File: src/lcd_cmd_pkg.sv
`default_nettype none
package lcd_cmd_pkg;

  // wishbone register map (byte addresses)
  localparam logic [7:0] STATUS_OFS = 8'h00;
  localparam logic [7:0] CMD_OFS = 8'h04;
  localparam logic [7:0] FRAME_OFS = 8'h08;

  // status register field positions
  localparam int ST_SUBADDR_POS = 0;
  localparam int ST_INBANK_POS = 2;
  localparam int ST_OUTBANK_POS = 3;
  localparam int ST_BLINKMODE_POS = 4;
  localparam int ST_BLINKRATE_POS = 5;
  localparam int ST_PRESCALE_POS = 7;
  localparam int ST_DRIVE_POS = 10;
  localparam int ST_ENABLE_POS = 12;
  localparam int ST_BIAS_POS = 13;
  localparam int ST_POINTER_POS = 14;
  localparam int ST_HWSUB_POS = 22;

  // opcode patterns and the number of fixed upper bits each one has
  localparam logic [5:0] DEVSEL_OP = 6'h38;
  localparam logic [5:0] BANKSEL_OP = 6'h3e;
  localparam logic [4:0] BLINK_OP = 5'h1e;
  localparam logic [4:0] PRESCALE_OP = 5'h1d;
  localparam logic [3:0] MODESET_OP = 4'hc;
  localparam logic [3:0] PTR_MSB_OP = 4'h0;
  localparam logic [3:0] PTR_LSB_OP = 4'h4;

  // control byte bit positions
  localparam int CHAIN_BIT = 7;
  localparam int TARGET_BIT = 6;

  // drive mode encodings
  localparam logic [1:0] DRIVE_STATIC = 2'h1;
  localparam logic [1:0] DRIVE_MUX2 = 2'h2;
  localparam logic [1:0] DRIVE_MUX3 = 2'h3;
  localparam logic [1:0] DRIVE_MUX4 = 2'h0;

  // values after reset
  localparam logic [1:0] SUBADDR_RST = 2'h0;
  localparam logic BANK_RST = 1'b0;
  localparam logic BLINKMODE_RST = 1'b0;
  localparam logic [1:0] BLINKRATE_RST = 2'h0;
  localparam logic [2:0] PRESCALE_RST = 3'h3;
  localparam logic [1:0] DRIVE_RST = DRIVE_MUX4;
  localparam logic ENABLE_RST = 1'b0;
  localparam logic BIAS_RST = 1'b0;
  localparam logic [7:0] POINTER_RST = 8'h00;

  // display ram has 160 addresses
  localparam logic [7:0] RAM_LAST = 8'h9f;

  // ram addresses consumed by one data byte per drive mode
  localparam logic [7:0] STEP_STATIC = 8'h08;
  localparam logic [7:0] STEP_MUX2 = 8'h04;
  localparam logic [7:0] STEP_MUX3 = 8'h03;
  localparam logic [7:0] STEP_MUX4 = 8'h02;

  // frame rate = clk/24 * FRAME_NUM / denominator
  localparam int FRAME_BASE_DIV = 24;
  localparam logic [6:0] FRAME_NUM = 7'h40;
  localparam logic [6:0] FRAME_DEN_000 = 7'h50;
  localparam logic [6:0] FRAME_DEN_001 = 7'h4a;
  localparam logic [6:0] FRAME_DEN_010 = 7'h44;
  localparam logic [6:0] FRAME_DEN_011 = 7'h40;
  localparam logic [6:0] FRAME_DEN_100 = 7'h3c;
  localparam logic [6:0] FRAME_DEN_101 = 7'h38;
  localparam logic [6:0] FRAME_DEN_110 = 7'h35;
  localparam logic [6:0] FRAME_DEN_111 = 7'h40;
  localparam logic [6:0] FRAME_DEN_RST = FRAME_DEN_011;

  typedef enum logic [1:0] {
    EXPECT_CTRL = 2'b01,
    EXPECT_BYTE = 2'b10
  } parse_t;

endpackage
`default_nettype wire

File: src/lcd_command_status_logic.sv
`timescale 1ns/1ns
`default_nettype none

module lcd_command_status_logic
  import lcd_cmd_pkg::*;
(
  input wire logic clk,
  input wire logic sys_rst,
  input wire logic wbCyc,
  input wire logic wbStb,
  input wire logic wbWe,
  input wire logic [7:0] wbAdr,
  input wire logic [3:0] wbSel,
  input wire logic [31:0] wbDatI,
  output logic [31:0] wbDatO,
  output logic wbAck,
  input wire logic xferStart,
  input wire logic byteValid,
  input wire logic [7:0] byteData,
  input wire logic [1:0] hwSubaddrPin,
  output logic [1:0] subaddr,
  output logic inBank,
  output logic outBank,
  output logic blinkMode,
  output logic [1:0] blink_rate_field,
  output logic [2:0] prescale,
  output logic [6:0] frameDen,
  output logic [1:0] driveMode,
  output logic displayEnable,
  output logic biasHalf,
  output logic ramWe,
  output logic [7:0] ramAddr,
  output logic [7:0] ramData,
  output logic ramBank
);

  typedef struct packed {
    logic [1:0] pinMeta;
    logic [1:0] pinSync;
    parse_t parse;
    logic chain_flag;
    logic target_select_flag;
    logic [1:0] subaddr;
    logic inBank;
    logic outBank;
    logic blinkStored;
    logic blinkEff;
    logic [1:0] blinkRate;
    logic [2:0] prescale;
    logic [6:0] frameDen;
    logic [1:0] drive;
    logic enable;
    logic bias;
    logic [7:0] pointer;
    logic ramWe;
    logic [7:0] ramAddr;
    logic [7:0] ramData;
    logic ramBank;
    logic ack;
    logic [31:0] datO;
  } state_t;

  state_t q_r;
  state_t q_nxt;

  logic busReq;
  logic cmdValid;
  logic [7:0] cmd;
  logic dataValid;
  logic lowMux;
  logic [7:0] step;
  logic [8:0] nextPtr;

  always_comb
  begin
    q_nxt = q_r;
    q_nxt.ramWe = 1'b0;
    q_nxt.ack = 1'b0;
    q_nxt.datO = 32'h0;
    // the first stage feeds only the second
    q_nxt.pinMeta = hwSubaddrPin;
    q_nxt.pinSync = q_r.pinMeta;

    // ack is held back while a link byte is taken, so a bus command never collides
    busReq = wbCyc && wbStb && !q_r.ack && !byteValid;
    cmdValid = 1'b0;
    cmd = 8'h00;
    dataValid = 1'b0;

    if (xferStart)
    begin
      q_nxt.parse = EXPECT_CTRL;
    end
    else if (byteValid)
    begin
      unique case (q_r.parse)
        EXPECT_CTRL:
        begin
          q_nxt.chain_flag = byteData[CHAIN_BIT];
          q_nxt.target_select_flag = byteData[TARGET_BIT];
          q_nxt.parse = EXPECT_BYTE;
        end
        EXPECT_BYTE:
        begin
          // chain clear: every remaining byte is of the same kind
          if (q_r.chain_flag)
          begin
            q_nxt.parse = EXPECT_CTRL;
          end
          if (q_r.target_select_flag)
          begin
            dataValid = 1'b1;
          end
          else
          begin
            cmdValid = 1'b1;
            cmd = byteData;
          end
        end
      endcase
    end

    if (busReq)
    begin
      q_nxt.ack = 1'b1;
      if (wbWe && wbAdr == CMD_OFS && wbSel[0])
      begin
        cmdValid = 1'b1;
        cmd = wbDatI[7:0];
      end
    end

    lowMux = (q_r.drive == DRIVE_MUX3) || (q_r.drive == DRIVE_MUX4);

    if (cmdValid)
    begin
      if (cmd[7:2] == DEVSEL_OP)
      begin
        q_nxt.subaddr = cmd[1:0];
      end
      else if (cmd[7:2] == BANKSEL_OP)
      begin
        if (!lowMux)
        begin
          q_nxt.inBank = cmd[1];
          q_nxt.outBank = cmd[0];
        end
      end
      else if (cmd[7:3] == BLINK_OP)
      begin
        q_nxt.blinkStored = cmd[2];
        q_nxt.blinkRate = cmd[1:0];
      end
      else if (cmd[7:3] == PRESCALE_OP)
      begin
        q_nxt.prescale = cmd[2:0];
      end
      else if (cmd[7:4] == MODESET_OP)
      begin
        q_nxt.enable = cmd[3];
        q_nxt.bias = cmd[2];
        q_nxt.drive = cmd[1:0];
      end
      else if (cmd[7:4] == PTR_MSB_OP)
      begin
        q_nxt.pointer = {cmd[3:0], q_r.pointer[3:0]};
      end
      else if (cmd[7:4] == PTR_LSB_OP)
      begin
        q_nxt.pointer = {q_r.pointer[7:4], cmd[3:0]};
      end
      // any other pattern falls through untouched
    end

    // a data byte covers a whole number of addresses in each drive mode
    unique case (q_r.drive)
      DRIVE_STATIC: step = STEP_STATIC;
      DRIVE_MUX2: step = STEP_MUX2;
      DRIVE_MUX3: step = STEP_MUX3;
      DRIVE_MUX4: step = STEP_MUX4;
    endcase
    nextPtr = {1'b0, q_r.pointer} + {1'b0, step};

    if (dataValid)
    begin
      // only the device whose pins match the counter stores the byte
      if (q_r.subaddr == q_r.pinSync)
      begin
        q_nxt.ramWe = 1'b1;
        q_nxt.ramAddr = q_r.pointer;
        q_nxt.ramData = byteData;
        q_nxt.ramBank = lowMux ? BANK_RST : q_r.inBank;
      end
      // running off the end carries into the next device's subaddress
      if (nextPtr > {1'b0, RAM_LAST})
      begin
        q_nxt.pointer = POINTER_RST;
        q_nxt.subaddr = q_r.subaddr + 2'h1;
      end
      else
      begin
        q_nxt.pointer = nextPtr[7:0];
      end
    end

    // the bank-based modes cannot alternate banks in 1:3 or 1:4
    q_nxt.blinkEff = ((q_nxt.drive == DRIVE_MUX3) || (q_nxt.drive == DRIVE_MUX4)) ?
      1'b0 : q_nxt.blinkStored;

    unique case (q_nxt.prescale)
      3'h0: q_nxt.frameDen = FRAME_DEN_000;
      3'h1: q_nxt.frameDen = FRAME_DEN_001;
      3'h2: q_nxt.frameDen = FRAME_DEN_010;
      3'h3: q_nxt.frameDen = FRAME_DEN_011;
      3'h4: q_nxt.frameDen = FRAME_DEN_100;
      3'h5: q_nxt.frameDen = FRAME_DEN_101;
      3'h6: q_nxt.frameDen = FRAME_DEN_110;
      3'h7: q_nxt.frameDen = FRAME_DEN_111;
    endcase

    if (busReq && !wbWe)
    begin
      if (wbAdr == STATUS_OFS)
      begin
        q_nxt.datO[ST_SUBADDR_POS +: 2] = q_r.subaddr;
        q_nxt.datO[ST_INBANK_POS] = q_r.inBank;
        q_nxt.datO[ST_OUTBANK_POS] = q_r.outBank;
        q_nxt.datO[ST_BLINKMODE_POS] = q_r.blinkEff;
        q_nxt.datO[ST_BLINKRATE_POS +: 2] = q_r.blinkRate;
        q_nxt.datO[ST_PRESCALE_POS +: 3] = q_r.prescale;
        q_nxt.datO[ST_DRIVE_POS +: 2] = q_r.drive;
        q_nxt.datO[ST_ENABLE_POS] = q_r.enable;
        q_nxt.datO[ST_BIAS_POS] = q_r.bias;
        q_nxt.datO[ST_POINTER_POS +: 8] = q_r.pointer;
        q_nxt.datO[ST_HWSUB_POS +: 2] = q_r.pinSync;
      end
      else if (wbAdr == FRAME_OFS)
      begin
        q_nxt.datO[6:0] = q_r.frameDen;
        q_nxt.datO[14:8] = FRAME_NUM;
      end
    end
  end

  always_ff @(posedge clk)
  begin
    if (sys_rst)
    begin
      q_r <= '0;
      q_r.parse <= EXPECT_CTRL;
      q_r.subaddr <= SUBADDR_RST;
      q_r.inBank <= BANK_RST;
      q_r.outBank <= BANK_RST;
      q_r.blinkStored <= BLINKMODE_RST;
      q_r.blinkEff <= BLINKMODE_RST;
      q_r.blinkRate <= BLINKRATE_RST;
      q_r.prescale <= PRESCALE_RST;
      q_r.frameDen <= FRAME_DEN_RST;
      q_r.drive <= DRIVE_RST;
      q_r.enable <= ENABLE_RST;
      q_r.bias <= BIAS_RST;
      q_r.pointer <= POINTER_RST;
    end
    else
    begin
      q_r <= q_nxt;
    end
  end

  assign wbDatO = q_r.datO;
  assign wbAck = q_r.ack;
  assign subaddr = q_r.subaddr;
  assign inBank = q_r.inBank;
  assign outBank = q_r.outBank;
  assign blinkMode = q_r.blinkEff;
  assign blink_rate_field = q_r.blinkRate;
  assign prescale = q_r.prescale;
  assign frameDen = q_r.frameDen;
  assign driveMode = q_r.drive;
  assign displayEnable = q_r.enable;
  assign biasHalf = q_r.bias;
  assign ramWe = q_r.ramWe;
  assign ramAddr = q_r.ramAddr;
  assign ramData = q_r.ramData;
  assign ramBank = q_r.ramBank;

endmodule

`default_nettype wire

File: config.mk
export PLATFORM = sky130hd
export DESIGN_NAME = lcd_command_status_logic
export DESIGN_NICKNAME = d
export VERILOG_FILES = /design/src/lcd_cmd_pkg.sv /design/src/lcd_command_status_logic.sv
export SDC_FILE = /design/constraint.sdc
export NUM_CORES = 1
export LEC_CHECK = 0
export ABC_AREA = 1
export ABC_CLOCK_PERIOD_IN_PS = 3000
export BUFFER_PORTS_ARGS = -buffer_cell sky130_fd_sc_hd__clkbuf_2
export CAP_MARGIN = 5
export CORE_ASPECT_RATIO = 1.75
export CORE_MARGIN = 3
export CORE_UTILIZATION = 51
export DETAILED_ROUTE_END_ITERATION = 7
export PLACE_DENSITY = 0.88
export SLEW_MARGIN = 10
export SYNTH_ARGS = -nofsm -noshare
export SYNTH_HDL_FRONTEND = slang
export SYNTH_SLANG_ARGS = --single-unit
File: constraint.sdc
create_clock -name clk -period 3 [get_ports clk]
set_input_delay 0.45 -clock clk [delete_from_list [all_inputs] [get_ports clk]]
set_output_delay 0.45 -clock clk [all_outputs]
set_load 0.005 [all_outputs]
==> results.md, run 1 <==
- First-pass GRT wire length: 15,500 um
- Area share of fa/ha/maj cells after synthesis: 2.59%
- Critical path peak fanout: 7
- Synth top area cells: dfxtp_1 39%, buf_4 12%, nand2_1 6.5%
- Max rail drop VDD: 0.297 mV
- Worst skew pair latency: 0.34 ns
- Post-DP Area: 4310 um2
- Post-route DRC: 0
- Yosys warning total: 0
- Post-route setup TNS: 0 ns
- Layout cells sized above 1: 27.9%
- Fin nets: 663
- Max Clk Rate: 383 MHz
- Number of stages on the worst hold path: 3
- Area Growth Syn to Fin: 10.8%
- DR vias/cell: 5.04
- Post-synth EDFFs: 0
- Gr usage total: 21.5%
- Most common cell in the synthesized netlist: dfxtp_1
- CTS tree: built
- Synth top cells by count: 81 x dfxtp_1, 72 x nand2_1, 68 x nor2_1, 65 x inv_1, 64 x buf_4
- Initial Util: 52.6%
- Worst Max-Slew Pin Slew: 0.811 ns
- Register area share after synthesis: 39.0%
- IO Count: 133
- Clock share of power: 47.9%
- Int Pwr: 1.76 mW
- Vias in the first global route: 3,407
- H-tree depth: 3
- Post-Synth XOR/XNOR Area: 1.26%
- Slew Viols, Final: 0
- Wire per inst: 13.9 um
- Min Tclk post-route: 2.61 ns
- RSZ-0062 raised after global routing: false
- CTS hold repair buffers: 0
- Post-CTS sizing: 0
- Post-synthesis compound-gate area fraction: 11.3%
- Clk root buf: clkbuf_16
- Ys flop type: dfxtp_1
- Final instance area: 4610 um2
- Antenna violations before repair: 0
- Crit path kind: flop to flop
- Power per cell area: 486 nW/um2
- TritonCTS buffer count: 9
- Startpoint types: flop
- Largest area contributor in the netlist: dfxtp_1
- Share of flip-flops with an asynchronous set or reset: 0%
- Switch Pwr: 0.484 mW
- Critical Path End Type: flop
- Synth Cell Area: 4160 um2
- Core area: 7910 um2
- Required @ worst endpoint: 3.29 ns
- Drt total wl: 9590 um
- Hold Vio Cnt, Final: 0
- Total power draw: 2.24 mW
- Reg2reg path depth: 14
- Die X-Extent: 74.3 um
- Arrival time worst endpoint: 2.90 ns
- Final period utilization: 87.0%
- GRT overflow: 0
- Die H: 125 um
- RePlAce Congestion: 0.880
- Worst Hold Slack: 0.300 ns
- Pin count of the biggest net entering global routing: 29
- Detailed Routing Iterations Pass 1: 4
- Clock Path Buffers: 2
- Die area: 9310 um2
- Reg clk slew, reported paths: 0.06 ns
- Final setup fails: 0
- Simple-gate portion of the synthesized area: 26.9%
- Post-CTS setup buffers: 0
- Post-synthesis register bit count: 81
- Leak Pwr: 2.31 nW
- DRT antenna net count: 0
- Largest family of logic cells by synthesized area: simple AND/OR/NAND/NOR gates
- Sink Count: 81
- Placed cells: 673
- Initial detailed-routing violation count: 180
- Number of cell rows: 43
- Post-Syn Area per Cell: 7.61 um2
- Headroom to the max-slew limit: 45.9%
- PortBufs: 97
- Sequential share of power: 48.5%
- Finished Layout Cells: 689
- Sw Share: 21.6%
- Synth unique cells: 42
- MaxCap Viol Count: 0
- Syn Inst Count: 546
- DR vias: 3,474
- Worst clock skew: 0.00830 ns
- Status: finished, final reports clean
- Part of the power in combinational logic: 3.6%
- # diodes: 0
- Mux cell area share after synthesis: 0%
- Hold Crit Class: primary input to flop
- Post-synth top area share: 39.0%
- Post-detail-place hpwl: 7380 um
[kinds of logic after synthesis]
kind of cell               count (synthesis)
other                                      1
adders and majority gates                  8
xor gates and xnor gates                   6
DFF                                       81
buffers and inverters                    143
AOI/OAI and AO/OA                         78
and+or+nand+nor                          229
[through the flow]
step / utilization [%] / worst slack [ns]
after CTS: 58.2 / 0.244
after global routing: 58.2 / 0.151
after global placement: 54.5 / 0.296
after detailed placement: 54.5 / 0.230
final: 58.2 / 0.390
after floorplan: - / 0.716
[critical path, cell delays in order, from the launching register on]
cell and delay [ns]:
dfxtp_1 0.46, inv_1 0.10, ha_1 0.40, fa_1 0.46
nand3_1 0.10, nand2_1 0.08, nand2_1 0.09, o21ai_0 0.08
nand2_1 0.08, nand2_1 0.08, a21oi_2 0.31, nand3_1 0.11
nand3_1 0.10, nand2_1 0.05, inv_1 0.04
[cell usage in the layout (no fill, tap or decap), types with 7 or more instances in the layout]
master | Yosys | routed
nand2_1 | 72 | 72
buf_4 | 64 | 7
clkbuf_2 | 0 | 97
clkbuf_16 | 0 | 9
nor2_2 | 7 | 7
ha_1 | 7 | 7
o21ai_0 | 36 | 36
a21oi_1 | 21 | 20
nand2_2 | 14 | 14
inv_1 | 65 | 65
nor2_1 | 68 | 68
dfxtp_1 | 81 | 81
conb_1 | 1 | 8
nand3_1 | 44 | 44
[final cells by class]
type / count / area [um2]
Multi-Input combinational cell: 329 / 1780
Tap cell: 90 / 113
Timing Repair Buffer: 104 / 538
Inverter: 69 / 262
Clock buffer: 11 / 233
Clock inverter: 5 / 56.3
Sequential cell: 81 / 1620
Fill cell: 724 / 3300
[sequential cells by signal, indices dropped and copies added, names as in the netlist]
| name | count |
|---|---|
| biasHalf | 1 |
| blinkMode | 1 |
| blink_rate_field | 2 |
| displayEnable | 1 |
| driveMode | 2 |
| frameDen | 7 |
| inBank | 1 |
| outBank | 1 |
| prescale | 3 |
| q_nxt | 2 |
| q_r | 15 |
| ramAddr | 8 |
| ramBank | 1 |
| ramData | 8 |
| ramWe | 1 |
| subaddr | 2 |
| wbAck | 1 |
| wbDatO | 24 |
[layer usage]
layer | global-route usage (%) | wire, um | vias up
met3 | 4.59 | 529 | 28
met1 | 21.3 | 3470 | 1574
met2 | 39.0 | 5170 | 118
li1 | - | - | 1754
met5 | 0 | 0 | -
met4 | 12.7 | 421 | 0
[worst paths after layout]
check	start	end	slack (ns)
min	hwSubaddrPin[1]	q_nxt[86]$_SDFF_PP0_	0.30
min reg2reg	q_nxt[86]$_SDFF_PP0_	q_r[86]$_SDFF_PP0_	0.42
max	driveMode[0]$_SDFF_PP0_	q_r[51]$_SDFFE_PP0P_	0.39
max reg2reg	driveMode[0]$_SDFF_PP0_	q_r[51]$_SDFFE_PP0P_	0.39
[power by group through the flow]
| stage | combinational (mW) | clock, mW | sequential [mW] |
|---|---|---|---|
| after detailed placement | 0.0808 | 0 | 1.11 |
| after global routing | 0.0914 | 1.12 | 1.09 |
| after CTS | 0.0811 | 1.09 | 1.09 |
| after global placement | 0.0788 | 0 | 1.11 |
| final | 0.0814 | 1.07 | 1.09 |
| after floorplan | 0.0509 | 0 | 1.11 |
(Power assumes the default switching activity.)
==> run 2, diff against run 1 <==
ABC_AREA = not set   (was 1)
ABC_CLOCK_PERIOD_IN_PS = not set   (was 3000)
CORE_UTILIZATION = 52   (was 51)
PLACE_DENSITY = 0.89   (was 0.88)
==> run 2 against run 1 <==
  * Sequential cell count is the same
  * Clock skew shrank 0.0027 ns
  * Sequential power is essentially flat
  * Clock-buffer cell count shrank 1
  * Critical endpoint is now subaddr[1]$_SDFF_PP0_
  * Die area grew 0.90%
==> results.md, run 2 <==
- Arrival time worst endpoint: 3.05 ns (+0.15 ns)
- H-tree depth: 3 (unchanged)
- Reg2reg setup slack: 0.22 ns (-0.18 ns)
- Detailed Routing Iterations Pass 1: 5 (+1)
- Final period utilization: 92.8% (+5.8 points)
- Gr usage total: 21.8% (+0.27 points)
- Commonest non-fill, non-tap cell in the layout: clkbuf_2
- DR vias: 3,368 (-3.1%)
- Share of flip-flops with an asynchronous set or reset: 0% (unchanged)
- GRT overflow: 0 (unchanged)
- Most frequent cells in the layout: 97 x clkbuf_2, 81 x dfxtp_1, 65 x nor2_1, 31 x mux2i_1, 16 x and2_1
- Status: finished, final reports clean
- Synth Cell Area: 4280 um2 (+2.9%)
- Final instance area: 4700 um2 (+2.1%)
- Wire per inst: 16.2 um (+16%)
- Clk root buf: clkbuf_16
- Post-synthesis register bit count: 81 (unchanged)
- Synth top area cells: dfxtp_1 38%, buf_4 11%, mux2i_1 7.2%
- Max incr delay on CP: 0.44 ns (-0.02 ns)
- Syn Inst Count: 466 (-15%)
- Die area: 9400 um2 (+0.90%)
- RePlAce Congestion: 0.854 (-2.9%)
- Mux cell area share after synthesis: 8.21% (+8.2 points)
- Final setup fails: 0 (unchanged)
- Required @ worst endpoint: 3.27 ns (-0.02 ns)
- Drt total wl: 9720 um (+1.4%)
- WHS Endpoint: q_nxt[85]$_SDFF_PP0_
- Post-route setup TNS: 0 ns (unchanged)
- Largest area contributor in the netlist: dfxtp_1
- Critical Path End Type: flop
- PortBufs: 97 (unchanged)
- Clock Path Buffers: 2 (unchanged)
- Post-Synth XOR/XNOR Area: 1.64% (+0.37 points)
- Number of cell rows: 43 (unchanged)
- Max Clk Rate: 359 MHz (-6.3%)
- Slew Viols, Final: 0 (unchanged)
- Register area share after synthesis: 37.9% (-1.1 points)
- CTS hold repair buffers: 0 (unchanged)
- Die H: 126 um (+0.46%)
- Critical path cell sequence: inv_1, ha_1, ha_1, nand3_1, o211ai_2, mux2_2, a41oi_1, buf_4, a32oi_1, a31oi_1
- Min Tclk post-route: 2.78 ns (+0.175 ns)
- Leak Pwr: 2.06 nW (-11%)
- Post-Syn Area per Cell: 9.19 um2 (+21%)
- # diodes: 0 (unchanged)
- TritonCTS buffer count: 9 (unchanged)
- Yosys warning total: 0 (unchanged)
- Worst clock skew: 0.00560 ns (-0.00270 ns)
- MaxCap Viol Count: 0 (unchanged)
- Sink Count: 81 (unchanged)
- Reg clk slew, reported paths: 0.06 ns (about the same)
- Pin count of the biggest net entering global routing: 32 (+10%)
- Power per cell area: 480 nW/um2 (-1.3%)
- Initial detailed-routing violation count: 180 (unchanged)
- Synth top cells by count: 81 x dfxtp_1, 65 x nor2_1, 64 x buf_4, 31 x mux2i_1
- Worst r2r dst: subaddr[1]$_SDFF_PP0_
- Max reg flops: 24 (unchanged)
- Reg2reg path depth: 10 (-4)
- DR vias/cell: 5.61 (+11%)
- Worst skew pair latency: 0.34 ns (about the same)
- Critical path peak fanout: 7 (unchanged)
- Initial Util: 53.8% (+1.2 points)
- Area share of fa/ha/maj cells after synthesis: 2.75% (+0.16 points)
- Vias in the first global route: 3,406 (-0.029%)
- Antenna violations before repair: 0 (unchanged)
- Ys flop type: dfxtp_1
- Worst Max-Slew Pin Slew: 0.694 ns (-0.117 ns)
- Number of stages on the worst hold path: 2 (-1)
- Simple-gate portion of the synthesized area: 21.1% (-5.8 points)
- Post-synthesis compound-gate area fraction: 13.6% (+2.3 points)
- Post-synth EDFFs: 0 (unchanged)
- Max rail drop VDD: 0.325 mV (+9.4%)
- Largest family of logic cells by synthesized area: simple AND/OR/NAND/NOR gates
- Startpoint types: flop
- Reg-to-Reg Start: driveMode[1]$_SDFF_PP0_
- Area Growth Syn to Fin: 9.82%
- Post-synth top area share: 37.9% (-1.1 points)
- IO Count: 133 (unchanged)
- Synth unique cells: 68 (+62%)
- First-pass GRT wire length: 16,000 um (+3.2%)
- Fin nets: 574 (-13%)
- Core area: 7960 um2 (+0.68%)
- CP max stage cell: dfxtp_1
- Post-DP Area: 4400 um2 (+2.0%)
- RSZ-0062 raised after global routing: false
- Layout cells sized above 1: 28.0% (+0.16 points)
- CTS tree: built
- Most common cell in the synthesized netlist: dfxtp_1
- Post-detail-place hpwl: 7450 um (+0.92%)
- Hold Vio Cnt, Final: 0 (unchanged)
- Headroom to the max-slew limit: 53.7% (+7.8 points)
- Post-CTS setup buffers: 0 (unchanged)
- Hold Crit Start: hwSubaddrPin[0]
- Die X-Extent: 74.6 um (+0.44%)
- Hold Crit Class: primary input to flop
- Post-route DRC: 0 (unchanged)
- Crit path kind: flop to flop
- Most frequent CP cell: ha_1
- DRT antenna net count: 0 (unchanged)
run 2: report_power, final:
group	internal (mW)	total, mW	switching, mW
sequential	1.08	1.09	0.00587
combinational	0.0359	0.0859	0.0500
clock	0.645	1.08	0.438
total	1.76	2.26	0.494
run 2: worst max-delay path: cells and delay by family (launching register included):
family                     cells  cell delay, ns
AOI/OAI and AO/OA              4            0.88
buffers and inverters          2            0.29
DFF                            1            0.44
muxes                          1            0.38
and+or+nand+nor                1            0.12
adders and majority gates      2            0.60
run 2: cells by family (layout without fill, tap and decap cells):
| logic type | after synthesis | in the layout |
|---|---|---|
| simple gates | 162 | 162 |
| xor+xnor | 8 | 8 |
| fa+ha+maj | 9 | 9 |
| other cells | 1 | 8 |
| buf+inv | 96 | 133 |
| mux | 34 | 34 |
| compound gates | 75 | 75 |
| flops | 81 | 81 |
run 2: repair_timing:
item | in CTS | in global routing
endpoints found under the setup margin | 0 | 6
gates resized for setup | 0 | 2
endpoints found under the hold margin | 0 | 0
run 2: worst max-delay path by stage:
stage / depth (start not counted) / to / startpoint
global route: 10 / q_r[55]$_SDFFE_PP0P_ / driveMode[0]$_SDFF_PP0_
detailed placement: 10 / subaddr[0]$_SDFF_PP0_ / driveMode[0]$_SDFF_PP0_
CTS: 10 / subaddr[0]$_SDFF_PP0_ / driveMode[0]$_SDFF_PP0_
floorplan: 9 / subaddr[1]$_SDFF_PP0_ / driveMode[0]$_SDFF_PP0_
finish: 10 / subaddr[1]$_SDFF_PP0_ / driveMode[1]$_SDFF_PP0_
global placement: 10 / subaddr[0]$_SDFF_PP0_ / driveMode[0]$_SDFF_PP0_
run 2: per-layer routing:
metal,vias to the layer above,part of all wire (%),GRT usage [%]
li1,1654,-,-
met1,1563,39,24.0
met2,116,53,36.6
met3,35,4.2,4.71
met4,0,3.7,13.3
met5,-,0,0
run 2: layout make-up:
| class | instances | area (um2) |
|---|---|---|
| clock buffer | 10 | 229 |
| clock inverter | 6 | 66.3 |
| fill | 701 | 3260 |
| inverter | 7 | 26.3 |
| multi-input combinational | 296 | 2060 |
| sequential | 81 | 1620 |
| tap | 90 | 113 |
| timing repair buffer | 110 | 583 |
run 2: stage by stage:
step           utilization [%]  setup WS, ns  total power, mW  cells  hold WS (ns)
2_1_floorplan                -         0.314             1.16    473         0.414
3_3_place_gp              55.2         0.163             1.19    584         0.429
3_5_place_dp              55.2         0.102             1.20    584         0.430
4_1_cts                   58.9        0.0847             2.28    600         0.321
5_1_grt                   59.0        0.0416             2.33    600         0.337
6_report                  59.0         0.215             2.26    600         0.325
